==> src/pkg/sflm_pkg.sv <==
// constants and types for the serial flash lane mode switch
package sflm_pkg;
  // command codes
  localparam logic [7:0] CMD_ENTER_FOUR_LANE = 8'h38;
  localparam logic [7:0] CMD_EXIT_FOUR_LANE = 8'hff;
  localparam logic [7:0] CMD_READ_PARAM = 8'h5a;
  localparam logic [7:0] CMD_WRITE_STATUS = 8'h01;
  localparam logic [7:0] CMD_WRITE_ENABLE = 8'h06;
  localparam logic [7:0] CMD_WRITE_DISABLE = 8'h04;
  localparam logic [7:0] CMD_READ_STATUS = 8'h05;
  localparam logic [7:0] CMD_READ_DATA = 8'h03;
  // apb register byte offsets
  localparam logic [7:0] REG_CONTROL = 8'h00;
  localparam logic [7:0] REG_STATUS = 8'h04;
  localparam logic [7:0] REG_FLAGS = 8'h08;
  // status register layout and delivered value
  localparam int QUAD_PERMIT_POS = 9;
  localparam int DRIVE_LOW_POS = 21;
  localparam logic [23:0] STATUS_RESET = 24'h200000;
  localparam logic [7:0] ERASED_BYTE = 8'hff;
  // flags register bit positions
  localparam int FLAG_FOUR_LANE = 0;
  localparam int FLAG_WRITE_PERMIT = 1;
  localparam int FLAG_SUSPEND = 2;
  localparam int FLAG_READY = 3;
  localparam int WRAP_POS = 4;
  // power-up wait, in microseconds, and clock rate
  localparam int SUPPLY_WAIT_US = 1800;
  localparam int CLOCK_MHZ = 250;
  localparam int SUPPLY_WAIT_CYCLES = SUPPLY_WAIT_US * CLOCK_MHZ;
  // parameter table signature byte, arbitrary value
  localparam logic [7:0] PARAM_SIGNATURE = 8'h5a;
  typedef enum logic [1:0] {SFLM_IDLE, SFLM_CMD, SFLM_ADDR, SFLM_DATA} sflm_state_t;
endpackage

==> src/sflm_lane_switch.sv <==
// command front end: lane mode switching, status, parameter table reads
`timescale 1ns/1ps
module sflm_lane_switch
  import sflm_pkg::*;
#(
  parameter int WAIT_CYCLES = SUPPLY_WAIT_CYCLES,
  parameter int TABLE_DEPTH = 16
) (
  input wire logic clock,
  input wire logic reset,
  input wire logic select_n,
  input wire logic sclk,
  input wire logic [3:0] io_in,
  output logic [3:0] io_out,
  output logic [3:0] io_oe,
  output logic four_lane_mode,
  output logic ready,
  input wire logic psel,
  input wire logic penable,
  input wire logic pwrite,
  input wire logic [7:0] paddr,
  input wire logic [31:0] pwdata,
  output logic [31:0] prdata,
  output logic pready,
  output logic pslverr
);
  if (TABLE_DEPTH < 2 || TABLE_DEPTH > 256 || WAIT_CYCLES < 1) begin : g_bad_param
    $error("table depth or wait cycles out of range");
  end

  ////////////////////////////////////////////////////////////////////
  // pin synchronisers: first stage is read only by the second
  logic [5:0] sync1_r, sync2_r, prev_r;
  always_ff @(posedge clock) begin
    if (reset) begin
      sync1_r <= 6'h01;
      sync2_r <= 6'h01;
      prev_r <= 6'h01;
    end else begin
      sync1_r <= {io_in, sclk, select_n};
      sync2_r <= sync1_r;
      prev_r <= sync2_r;
    end
  end
  wire sel_n_s = sync2_r[0];
  wire sck_rise = sync2_r[1] & ~prev_r[1];
  wire sck_fall = ~sync2_r[1] & prev_r[1];
  wire deselect = sel_n_s & ~prev_r[0];
  wire [3:0] io_s = sync2_r[5:2];

  ////////////////////////////////////////////////////////////////////
  // parameter table: constant pattern, signature byte first
  logic [7:0] table_mem [TABLE_DEPTH];
  for (genvar g = 0; g < TABLE_DEPTH; g++) begin : g_table
    assign table_mem[g] = (g == 0) ? PARAM_SIGNATURE : 8'(g);
  end

  ////////////////////////////////////////////////////////////////////
  // serial state
  sflm_state_t state_r, state_nxt;
  logic [7:0] shift_r, shift_nxt, cmd_r, cmd_nxt, out_r, out_nxt;
  logic [4:0] bits_r, bits_nxt;
  logic [7:0] addr_r, addr_nxt;
  logic four_lane_r, four_lane_nxt, code_done_r, code_done_nxt;
  logic [23:0] status_r, status_nxt;
  logic write_permit_r, write_permit_nxt, suspend_r, suspend_nxt;
  logic [1:0] wrap_r, wrap_nxt;
  logic [3:0] oe_r, oe_nxt, dout_r, dout_nxt;
  logic [31:0] wait_r, wait_nxt;
  logic ready_r, ready_nxt;
  logic [31:0] prdata_r, prdata_nxt;
  logic pready_r, pready_nxt, pslverr_r, pslverr_nxt;

  // one serial step: four bits in four-lane mode, one otherwise
  function automatic logic [7:0] shift_in(input logic [7:0] s, input logic [3:0] d,
                                          input logic quad);
    return quad ? {s[3:0], d} : {s[6:0], d[0]};
  endfunction

  wire [4:0] step = four_lane_r ? 5'd4 : 5'd1;
  wire [7:0] shifted = shift_in(shift_r, io_s, four_lane_r);
  wire apb_write = psel & penable & pwrite & pready_r; // lands on the edge that sees pready

  // command decoder and mode switch
  always_comb begin
    state_nxt = state_r;
    shift_nxt = shift_r;
    cmd_nxt = cmd_r;
    bits_nxt = bits_r;
    addr_nxt = addr_r;
    out_nxt = out_r;
    four_lane_nxt = four_lane_r;
    code_done_nxt = code_done_r;
    status_nxt = status_r;
    write_permit_nxt = write_permit_r; // kept across switches
    suspend_nxt = suspend_r;
    wrap_nxt = wrap_r;
    oe_nxt = oe_r;
    dout_nxt = dout_r;
    wait_nxt = (wait_r != 0) ? wait_r - 32'd1 : wait_r;
    ready_nxt = (wait_r == 0);
    if (sel_n_s) begin
      // mode change only at deselect after a whole code
      if (deselect && code_done_r) begin
        if (cmd_r == CMD_ENTER_FOUR_LANE && !four_lane_r &&
            status_r[QUAD_PERMIT_POS]) begin
          four_lane_nxt = 1'b1;
        end else if (cmd_r == CMD_EXIT_FOUR_LANE && four_lane_r) begin
          four_lane_nxt = 1'b0;
        end else if (cmd_r == CMD_WRITE_ENABLE) begin
          write_permit_nxt = 1'b1;
        end else if (cmd_r == CMD_WRITE_DISABLE) begin
          write_permit_nxt = 1'b0;
        end
        // 38H without permit falls through unchanged
      end
      state_nxt = SFLM_IDLE;
      bits_nxt = 5'd0;
      code_done_nxt = 1'b0;
      oe_nxt = 4'h0;
    end else if (ready_r) begin
      if (state_r == SFLM_IDLE) begin
        state_nxt = SFLM_CMD;
      end
      case (state_r)
        SFLM_IDLE, SFLM_CMD: begin
          if (sck_rise) begin
            shift_nxt = shifted;
            bits_nxt = bits_r + step;
            if (bits_r + step == 5'd8) begin
              cmd_nxt = shifted;
              code_done_nxt = 1'b1;
              bits_nxt = 5'd0;
              if (shifted == CMD_READ_PARAM || shifted == CMD_READ_DATA) begin
                state_nxt = SFLM_ADDR;
              end else if (shifted == CMD_READ_STATUS) begin
                state_nxt = SFLM_DATA;
                out_nxt = status_r[7:0];
              end else begin
                state_nxt = SFLM_DATA;
                out_nxt = 8'h00;
              end
            end
          end
        end
        SFLM_ADDR: begin
          if (sck_rise) begin
            shift_nxt = shifted;
            bits_nxt = bits_r + step;
            if (bits_r + step == 5'd8) begin
              addr_nxt = shifted;
              bits_nxt = 5'd0;
              state_nxt = SFLM_DATA;
              // parameter table read array reads erased
              out_nxt = (cmd_r == CMD_READ_PARAM) ?
                        table_mem[shifted % TABLE_DEPTH] : ERASED_BYTE;
            end
          end
        end
        SFLM_DATA: begin
          if (sck_fall) begin
            oe_nxt = four_lane_r ? 4'hf : 4'h2;
            dout_nxt = four_lane_r ? out_r[7:4] : {2'b00, out_r[7], 1'b0};
            out_nxt = four_lane_r ? {out_r[3:0], 4'h0} : {out_r[6:0], 1'b0};
            bits_nxt = bits_r + step;
            if (bits_r + step == 5'd8) begin
              bits_nxt = 5'd0;
              addr_nxt = addr_r + 8'h01;
              out_nxt = (cmd_r == CMD_READ_PARAM) ?
                        table_mem[(addr_r + 8'h01) % TABLE_DEPTH] :
                        (cmd_r == CMD_READ_DATA) ? ERASED_BYTE : status_r[7:0];
            end
          end
        end
        default: state_nxt = SFLM_IDLE;
      endcase
    end
    if (apb_write && paddr == REG_STATUS) begin
      status_nxt = pwdata[23:0];
    end else if (apb_write && paddr == REG_CONTROL) begin
      suspend_nxt = pwdata[FLAG_SUSPEND];
      wrap_nxt = pwdata[WRAP_POS+1:WRAP_POS];
    end
  end

  // apb slave: one wait state, registered answer
  always_comb begin
    pready_nxt = psel & penable & ~pready_r;
    pslverr_nxt = 1'b0;
    prdata_nxt = 32'h0;
    if (psel && penable && !pready_r) begin
      if (paddr == REG_CONTROL) begin
        prdata_nxt = {26'h0, wrap_r, 1'b0, suspend_r, 2'b00};
      end else if (paddr == REG_STATUS) begin
        prdata_nxt = {8'h00, status_r};
      end else if (paddr == REG_FLAGS) begin
        prdata_nxt = {26'h0, wrap_r, ready_r, suspend_r, write_permit_r, four_lane_r};
      end else begin
        pslverr_nxt = 1'b1;
      end
    end
  end

  always_ff @(posedge clock) begin
    if (reset) begin
      state_r <= SFLM_IDLE;
      shift_r <= 8'h00;
      cmd_r <= 8'h00;
      bits_r <= 5'd0;
      addr_r <= 8'h00;
      out_r <= 8'h00;
      four_lane_r <= 1'b0;
      code_done_r <= 1'b0;
      status_r <= STATUS_RESET; // delivered status value
      write_permit_r <= 1'b0;
      suspend_r <= 1'b0;
      wrap_r <= 2'b00;
      oe_r <= 4'h0;
      dout_r <= 4'h0;
      wait_r <= 32'(WAIT_CYCLES); // no command until the supply wait ends
      ready_r <= 1'b0;
      prdata_r <= 32'h0;
      pready_r <= 1'b0;
      pslverr_r <= 1'b0;
    end else begin
      state_r <= state_nxt;
      shift_r <= shift_nxt;
      cmd_r <= cmd_nxt;
      bits_r <= bits_nxt;
      addr_r <= addr_nxt;
      out_r <= out_nxt;
      four_lane_r <= four_lane_nxt;
      code_done_r <= code_done_nxt;
      status_r <= status_nxt;
      write_permit_r <= write_permit_nxt;
      suspend_r <= suspend_nxt;
      wrap_r <= wrap_nxt;
      oe_r <= oe_nxt;
      dout_r <= dout_nxt;
      wait_r <= wait_nxt;
      ready_r <= ready_nxt;
      prdata_r <= prdata_nxt;
      pready_r <= pready_nxt;
      pslverr_r <= pslverr_nxt;
    end
  end

  assign io_out = dout_r;
  assign io_oe = oe_r;
  assign four_lane_mode = four_lane_r;
  assign ready = ready_r;
  assign prdata = prdata_r;
  assign pready = pready_r;
  assign pslverr = pslverr_r;

  ////////////////////////////////////////////////////////////////////
  // checks
  a_enter_permit: assert property (@(posedge clock) disable iff (reset)
    ($rose(four_lane_r) |-> $past(status_r[QUAD_PERMIT_POS]) && $past(cmd_r) == 8'h38))
    else $error("four-lane entry without permit");
  a_enter_refused: assert property (@(posedge clock) disable iff (reset)
    (deselect && code_done_r && cmd_r == 8'h38 && !status_r[QUAD_PERMIT_POS] && !four_lane_r
     |=> !four_lane_r)) else $error("entry taken without permit");
  a_exit_cmd: assert property (@(posedge clock) disable iff (reset)
    ($fell(four_lane_r) |-> $past(cmd_r) == 8'hff && $past(deselect)))
    else $error("exit without ffh");
  a_keep_enter: assert property (@(posedge clock) disable iff (reset)
    ($rose(four_lane_r) |-> $stable(write_permit_r) && $stable(suspend_r) && $stable(wrap_r)))
    else $error("state changed on entry");
  a_keep_exit: assert property (@(posedge clock) disable iff (reset)
    ($fell(four_lane_r) |-> $stable(write_permit_r) && $stable(suspend_r) && $stable(wrap_r)))
    else $error("state changed on exit");
  a_table_sig: assert property (@(posedge clock) disable iff (reset)
    (state_r == SFLM_ADDR && state_nxt == SFLM_DATA && cmd_r == 8'h5a && shifted == 8'h00
     |=> out_r == PARAM_SIGNATURE)) else $error("bad table byte");
  a_erased_read: assert property (@(posedge clock) disable iff (reset)
    (state_r == SFLM_ADDR && state_nxt == SFLM_DATA && cmd_r == 8'h03 |=> out_r == 8'hff))
    else $error("array not erased");
  a_status_init: assert property (@(posedge clock)
    ($fell(reset) |-> status_r == 24'h200000)) else $error("bad delivered status");
  a_mode_deselect: assert property (@(posedge clock) disable iff (reset)
    ($changed(four_lane_r) |-> $past(sel_n_s) && $past(code_done_r)))
    else $error("mode changed while selected");
endmodule

==> config.mk <==
export PLATFORM = sky130hd
export DESIGN_NAME = sflm_lane_switch
export DESIGN_NICKNAME = d
export VERILOG_FILES = /design/src/pkg/sflm_pkg.sv /design/src/sflm_lane_switch.sv
export SDC_FILE = /design/constraint.sdc
export NUM_CORES = 1
export LEC_CHECK = 0
export BUFFER_PORTS_ARGS = -buffer_cell sky130_fd_sc_hd__buf_2
export CAP_MARGIN = 20
export CORE_MARGIN = 2
export CORE_UTILIZATION = 55
export DETAILED_ROUTE_END_ITERATION = 7
export PLACE_DENSITY = 0.81
export SETUP_SLACK_MARGIN = 0.4
export SLEW_MARGIN = 20
export SYNTH_ARGS = -nofsm -noshare
export SYNTH_HDL_FRONTEND = slang
export SYNTH_SLANG_ARGS = --single-unit
==> constraint.sdc <==
create_clock -name clock -period 4.3 [get_ports clock]
set_clock_uncertainty 0.15 [all_clocks]
set_input_delay 0.215 -clock clock [delete_from_list [all_inputs] [get_ports clock]]
set_output_delay 0.215 -clock clock [all_outputs]
set_load 0.02 [all_outputs]
==> results of run 1 <==
## metrics by stage
step | hold slack (ns) | instances | util
2_1_floorplan | 0.169 | 728 | -
3_3_place_gp | 0.244 | 903 | 0.596
3_5_place_dp | 0.261 | 903 | 0.596
4_1_cts | 0.0782 | 970 | 0.679
5_1_grt | 0.146 | 970 | 0.679
6_report | 0.112 | 970 | 0.679
## report_power, final
group	total (mW)	internal (mW)	switching, mW
sequential	1.36	1.34	0.0146
clock	1.44	0.893	0.550
combinational	0.133	0.0642	0.0690
total	2.93	2.30	0.633
## worst paths after layout
| kind | start | to | slack, ns |
|---|---|---|---|
| worst max-delay path | four_lane_mode$_SDFFE_PP0P_ | addr_r[0]$_SDFFE_PP0P_ | 1.07 |
| worst min-delay path | paddr[5] | prdata[4]$_SDFF_PP0_ | 0.11 |
| worst max register to register | four_lane_mode$_SDFFE_PP0P_ | addr_r[0]$_SDFFE_PP0P_ | 1.07 |
| worst min register to register | sync1_r[0]$_SDFF_PP1_ | sync2_r[0]$_SDFF_PP1_ | 0.27 |
## layout make-up
type | count | area, um2 | area share
multi-input cells | 517 | 3240 | 0.419
flip-flops and latches | 143 | 2860 | 0.371
clock inverters | 10 | 113 | 0.0146
repair buffers | 120 | 798 | 0.103
clock buffers | 21 | 470 | 0.0609
inverters | 16 | 60.1 | 0.00778
well taps | 143 | 179 | 0.0232
## worst min-delay path: stages
cell	delay, ns
buf_2	0.08
nor3_1	0.09
nand2_1	0.19
a21oi_1	0.06
## routing by layer
metal  share of wire  vias to the layer above  wire [um]  track usage
met5               0                        -          0            0
met4           0.021                        0        320       0.0963
met3           0.067                       31       1010       0.0648
met2            0.48                      206       7220        0.413
met1            0.43                     2601       6530        0.307
li1                -                     2710          -            -
## what timing repair did
item                                   in CTS  in global routing
endpoints found under the hold margin      38                  0
buffers inserted                            0                  0
hold buffers                               36                  0
## synthesized netlist by cell type, types with 5 or more instances
cell / instances
a211o_1: 5
a211oi_1: 19
a21oi_1: 40
a31oi_1: 7
and2_1: 20
and3_1: 8
buf_1: 5
buf_4: 10
clkbuf_1: 34
dfxtp_1: 143
ha_1: 8
inv_1: 16
mux2i_1: 42
nand2_1: 33
nand2b_1: 12
nand3_1: 27
nand3b_1: 8
nand4_1: 7
nand4b_1: 6
nor2_1: 107
nor2b_1: 18
nor3_1: 23
nor4_1: 6
o21ai_0: 8
or3_1: 8
xnor2_1: 15
xor2_1: 13
## kinds of logic after synthesis
group | Yosys count | synth area share
AO/OA/AOI/OAI | 117 | 0.123
XOR/XNOR | 28 | 0.0384
adder cells (fa/ha/maj) | 8 | 0.0157
buffers and inverters | 68 | 0.0484
flip-flops | 143 | 0.449
multiplexers | 43 | 0.0676
other | 1 | 0.000588
AND/OR/NAND/NOR | 313 | 0.258
## state kept, by name, indices dropped and copies added (netlist names)
| signal | cells |
|---|---|
| wait_r | 32 |
| prdata | 24 |
| status_r | 24 |
| cmd_r | 8 |
| out_r | 8 |
| shift_r | 7 |
| sync1_r | 6 |
| sync2_r | 6 |
| bits_r | 5 |
| addr_r | 4 |
| io_out | 4 |
| io_oe | 2 |
| prev_r | 2 |
| state_r | 2 |
| wrap_r | 2 |
| code_done_r | 1 |
| four_lane_mode | 1 |
| pready | 1 |
| pslverr | 1 |
| ready | 1 |
| suspend_r | 1 |
| write_permit_r | 1 |
==> metrics.yaml, run 1 <==
detailed_routing:
  postRouteAntennaNets: 0
  vias: 5548
  vias_per_cell: 5.72
  wl_per_cell_um: 15.5
  totalWireLength_mm: 15.1
  drt_iter0_markers: 342
  drc: 0
  drtPass1Iterations: 6
logic_synthesis:
  postSynthCellCount: 721
  syn_avg_cell_area_um2: 8.85
  synth_edf_count: 0
  ys_seq_area_frac: 0.449
  yosysWarnings: 0
  yosys.area.top_type: "dfxtp_1"
  ys_ff_latch: 143
  synth_cell_types: 66
  synth_top_area_share: 0.449
  synthFlopType: "dfxtp_1"
  synth_area_um2: 6380
  async_reset_ff_frac: 0
  synth_area_leaders: "dfxtp_1 45%, mux2i_1 6.6%, nor2_1 6.3%"
place:
  gp_congestion: 0.869
  io_buffer_count: 78
  place_area_um2: 6780
  preCtsSetupSlack_ns: 1.14
  dpl.hpwl_mm: 9.63
clocking:
  h-tree-depth: 4
  clockBufferDepth: 2
  root_buffer: "clkbuf_16"
  post_cts_resized: 0
  clock-sinks: 143
  clock_latency_ns: 0.42
  cts.clk_slew.worst_paths_ns: 0.06
  cts-buffers-inserted: 17
  cts_tree: "done"
global_route:
  grt_max_degree: 67
  track_usage: 0.247
  grt_first_pass_wirelength_mm: 25.3
  grt-ovfl-total: 0
  grt_pass1_vias: 5505
  antenna_found_initial: 0
layout:
  layout_commonest_cell: "dfxtp_1"
  drive_above_1_share: 0.157
  final_nets: 874
  area_growth_pct: 21.0
  n_fill_cell: 888
  final_cell_mix: "143 x dfxtp_1, 107 x nor2_1, 77 x buf_2"
  final_area_um2: 7720
  diodes: 0
sta:
  setup-tns-final_ns: 0
  setup-violations-final: 0
  fin_ws_ns: 1.07
  hold_viol: 0
  tightest_slew_ns: 0.996
  maxSlewHeadroom: 0.331
  period_needed_ns: 3.23
  slew_viol_final: 0
  fin_crit_sh: 0.750
  rsz0062_at_grt: "false"
  fmax_ghz: 0.310
worst_setup_path:
  arrival_ns: 3.42
  crit_path_max_fanout: 35
  r2r_cells: 9
  path_cells: "buf_4 -> ha_1 -> xnor2_1 -> nand4_1 -> a21oi_1 -> buf_4 -> nand4_1 -> or3b_2 -> a31oi_1"
  critical_path_buf_inv_count: 2
  cp-end-kind: "flop"
  setup.worst_path.start_class: "flop"
  crit_type: "reg -> reg"
  max_stage_delay_ns: 0.53
  cp_slowest_cell: "or3b_2"
  path_depth: 9
  critical-path-top-delay-family: "simple AND/OR/NAND/NOR gates"
  crit_required_ns: 4.50
floorplanning:
  fp-row-count: 39
  boundaryPins: 95
  die_w_um: 112
  die_area_um2: 12500
  core_um2: 11400
  die_y_um: 112
  start_util: 0.561
hold_path:
  hold_depth: 4
  min_path_type: "in -> reg"
run:
  drv_cap: 0
power:
  power.total_mw: 2.93
  peakVddDrop_uv: 337
  power_density_nw_per_um2: 380
  p_leak_nw: 3.10
status:
  status: "complete, no violations"
No activity file was read; power rests on OpenSTA's default activity.
==> run 2: changes to the inputs <==
- clock period: 4.3 -> 3.2 ns (I/O delays scaled with it)
==> run 2 against run 1 <==
Maximum frequency increased by 17%. Critical path depth rose by 1. Combinational power up 35%. Hold slack got worse by 0.082 ns. Count of clock-buffer cells in the layout decreased by 1. Critical endpoint is now out_r[3]$_SDFFE_PP0P_.
==> metrics.yaml, run 2 (synthesis results as in run 1) <==
status:
  status: "complete, no violations"
place:
  gp_congestion: 0.894  # +2.8%
  io_buffer_count: 78  # unchanged
  dpl.hpwl_mm: 9.74  # +1.2%
  preCtsSetupSlack_ns: 0.327  # -0.812 ns
sta:
  fmax_ghz: 0.364  # +17%
  setup-tns-final_ns: 0  # unchanged
  rsz0062_at_grt: "true"
  tightest_slew_ns: 0.620  # -0.375 ns
  setup-violations-final: 0  # unchanged
  slew_viol_final: 0  # unchanged
  fin_crit_sh: 0.859  # +0.109
  hold_ws_ns: 0.0298  # -0.0821 ns
  maxSlewHeadroom: 0.581  # +0.250
  fin_ws_ns: 0.452  # -0.622 ns
  period_needed_ns: 2.75  # -0.478 ns
  hold_viol: 0  # unchanged
worst_setup_path:
  arrival_ns: 2.95  # -0.47 ns
  crit_required_ns: 3.41  # -1.09 ns
  crit_path_max_fanout: 16  # -54%
  crit_type: "reg -> reg"
  setup.worst_path.start_class: "flop"
  r2r_cells: 10  # +1
  cp-end-kind: "flop"
layout:
  final_cell_mix: "142 x dfxtp_1, 107 x nor2_1, 77 x buf_2"
  regArea_um2: 2870  # +0.13%
  largest_reg_flops: 32  # unchanged
  area_growth_pct: 22.7
  final_nets: 884  # +1.1%
  drive_above_1_share: 0.183  # +0.0254
  n_fill_cell: 824  # -7.2%
  utilization: 0.689  # +0.00979
  multiInputGateArea_um2: 3280  # +1.4%
  diodes: 0  # unchanged
  regMostFlops: "wait_r"
  layout_commonest_cell: "dfxtp_1"
power:
  p_leak_nw: 3.13  # +1.0%
  peakVddDrop_uv: 381  # +13%
  power_density_nw_per_um2: 497  # +31%
run:
  drv_cap: 0  # unchanged
global_route:
  grt_max_degree: 63  # -6.0%
  grt_pass1_vias: 5293  # -3.9%
  track_usage: 0.246  # -0.00147
  antenna_found_initial: 0  # unchanged
  grt_first_pass_wirelength_mm: 25.0  # -1.2%
  grt-ovfl-total: 0  # unchanged
detailed_routing:
  wl_per_cell_um: 15.5  # -0.25%
  totalWireLength_mm: 15.2  # +0.88%
  drtPass1Iterations: 6  # unchanged
  vias_per_cell: 5.67  # -0.78%
  drt_iter0_markers: 439  # +28%
  drc: 0  # unchanged
  postRouteAntennaNets: 0  # unchanged
  vias: 5567  # +0.34%
clocking:
  cts.clk_slew.worst_paths_ns: 0.06  # about the same
  cts_tree: "done"
  clock_latency_ns: 0.43  # about the same
  clockBufferDepth: 2  # unchanged
  root_buffer: "clkbuf_16"
  h-tree-depth: 4  # unchanged
  cts-buffers-inserted: 17  # unchanged
  clock-sinks: 143  # unchanged
floorplanning:
  core_um2: 11400  # unchanged
  die_w_um: 112  # unchanged
  start_util: 0.561  # unchanged
  fp-row-count: 39  # unchanged
  die_y_um: 112  # unchanged
  boundaryPins: 95  # unchanged
  die_area_um2: 12500  # unchanged
hold_path:
  min_path_type: "in -> reg"
  hold_depth: 2  # -2
==> run 2: cell count changes in the layout (fill, tap and decap cells not counted), moves of 2 or more <==
cell and delta:
inv_6 +2, ha_1 -2, buf_4 +10, ha_2 +2
==> run 2: report_power, final <==
group / internal (mW) / leakage, nW / total [mW] / switching (mW)
combinational: 0.0888 / 1.70 / 0.180 / 0.0909
clock: 1.11 / 0.273 / 1.89 / 0.777
sequential: 1.80 / 1.16 / 1.82 / 0.0198
total: 3.00 / 3.13 / 3.89 / 0.888
==> run 2: through the flow <==
step                area (um2)  power [mW]  instances
floorplan                 6440        1.96        728
global placement          6850        2.00        910
detailed placement        6850        2.00        910
CTS                       7780        3.90        978
global route              7830        3.99        981
finish                    7830        3.89        981
==> run 2: repair_timing <==
action                     CTS  global route
hold buffers                35             0
pin swaps                    1             3
hold endpoints to repair    38             0
resized for setup            2             9
setup buffers                1             3
setup endpoints to repair    4            21
==> run 2: path summary, 6_finish.rpt <==
path / startpoint / slack [ns] / endpoint
hold reg to reg: sync1_r[0]$_SDFF_PP1_ / 0.26 / sync2_r[0]$_SDFF_PP1_
setup reg to reg: four_lane_mode$_SDFFE_PP0P_ / 0.45 / out_r[3]$_SDFFE_PP0P_
hold / removal: reset / 0.03 / cmd_r[0]$_SDFFE_PP0P_
setup / recovery: four_lane_mode$_SDFFE_PP0P_ / 0.45 / out_r[3]$_SDFFE_PP0P_
==> run 2: final cells by class <==
class,count,area share
Timing Repair Buffer,130,0.112
Clock inverter,12,0.0142
Multi-Input combinational cell,517,0.419
Inverter,16,0.00767
Tap cell,143,0.0228
Sequential cell,143,0.366
Clock buffer,20,0.0583
==> run 2: layer usage <==
| layer | track usage | vias up | routed length [um] | share of wire |
|---|---|---|---|---|
| met5 | 0 | - | 0 | 0 |
| met4 | 0.0979 | 0 | 279 | 0.018 |
| met3 | 0.0642 | 27 | 892 | 0.059 |
| met2 | 0.403 | 189 | 7330 | 0.48 |
| met1 | 0.310 | 2613 | 6710 | 0.44 |
| li1 | - | 2738 | - | - |
==> run 2: worst max-delay path: stages (launching register included) <==
cell	delay [ns]
dfxtp_4	0.35
inv_2	0.09
ha_2	0.19
ha_2	0.20
a21oi_1	0.08
o211ai_1	0.31
a21oi_4	0.11
buf_6	0.17
or4b_2	0.61
and4_1	0.24
nor3_2	0.16
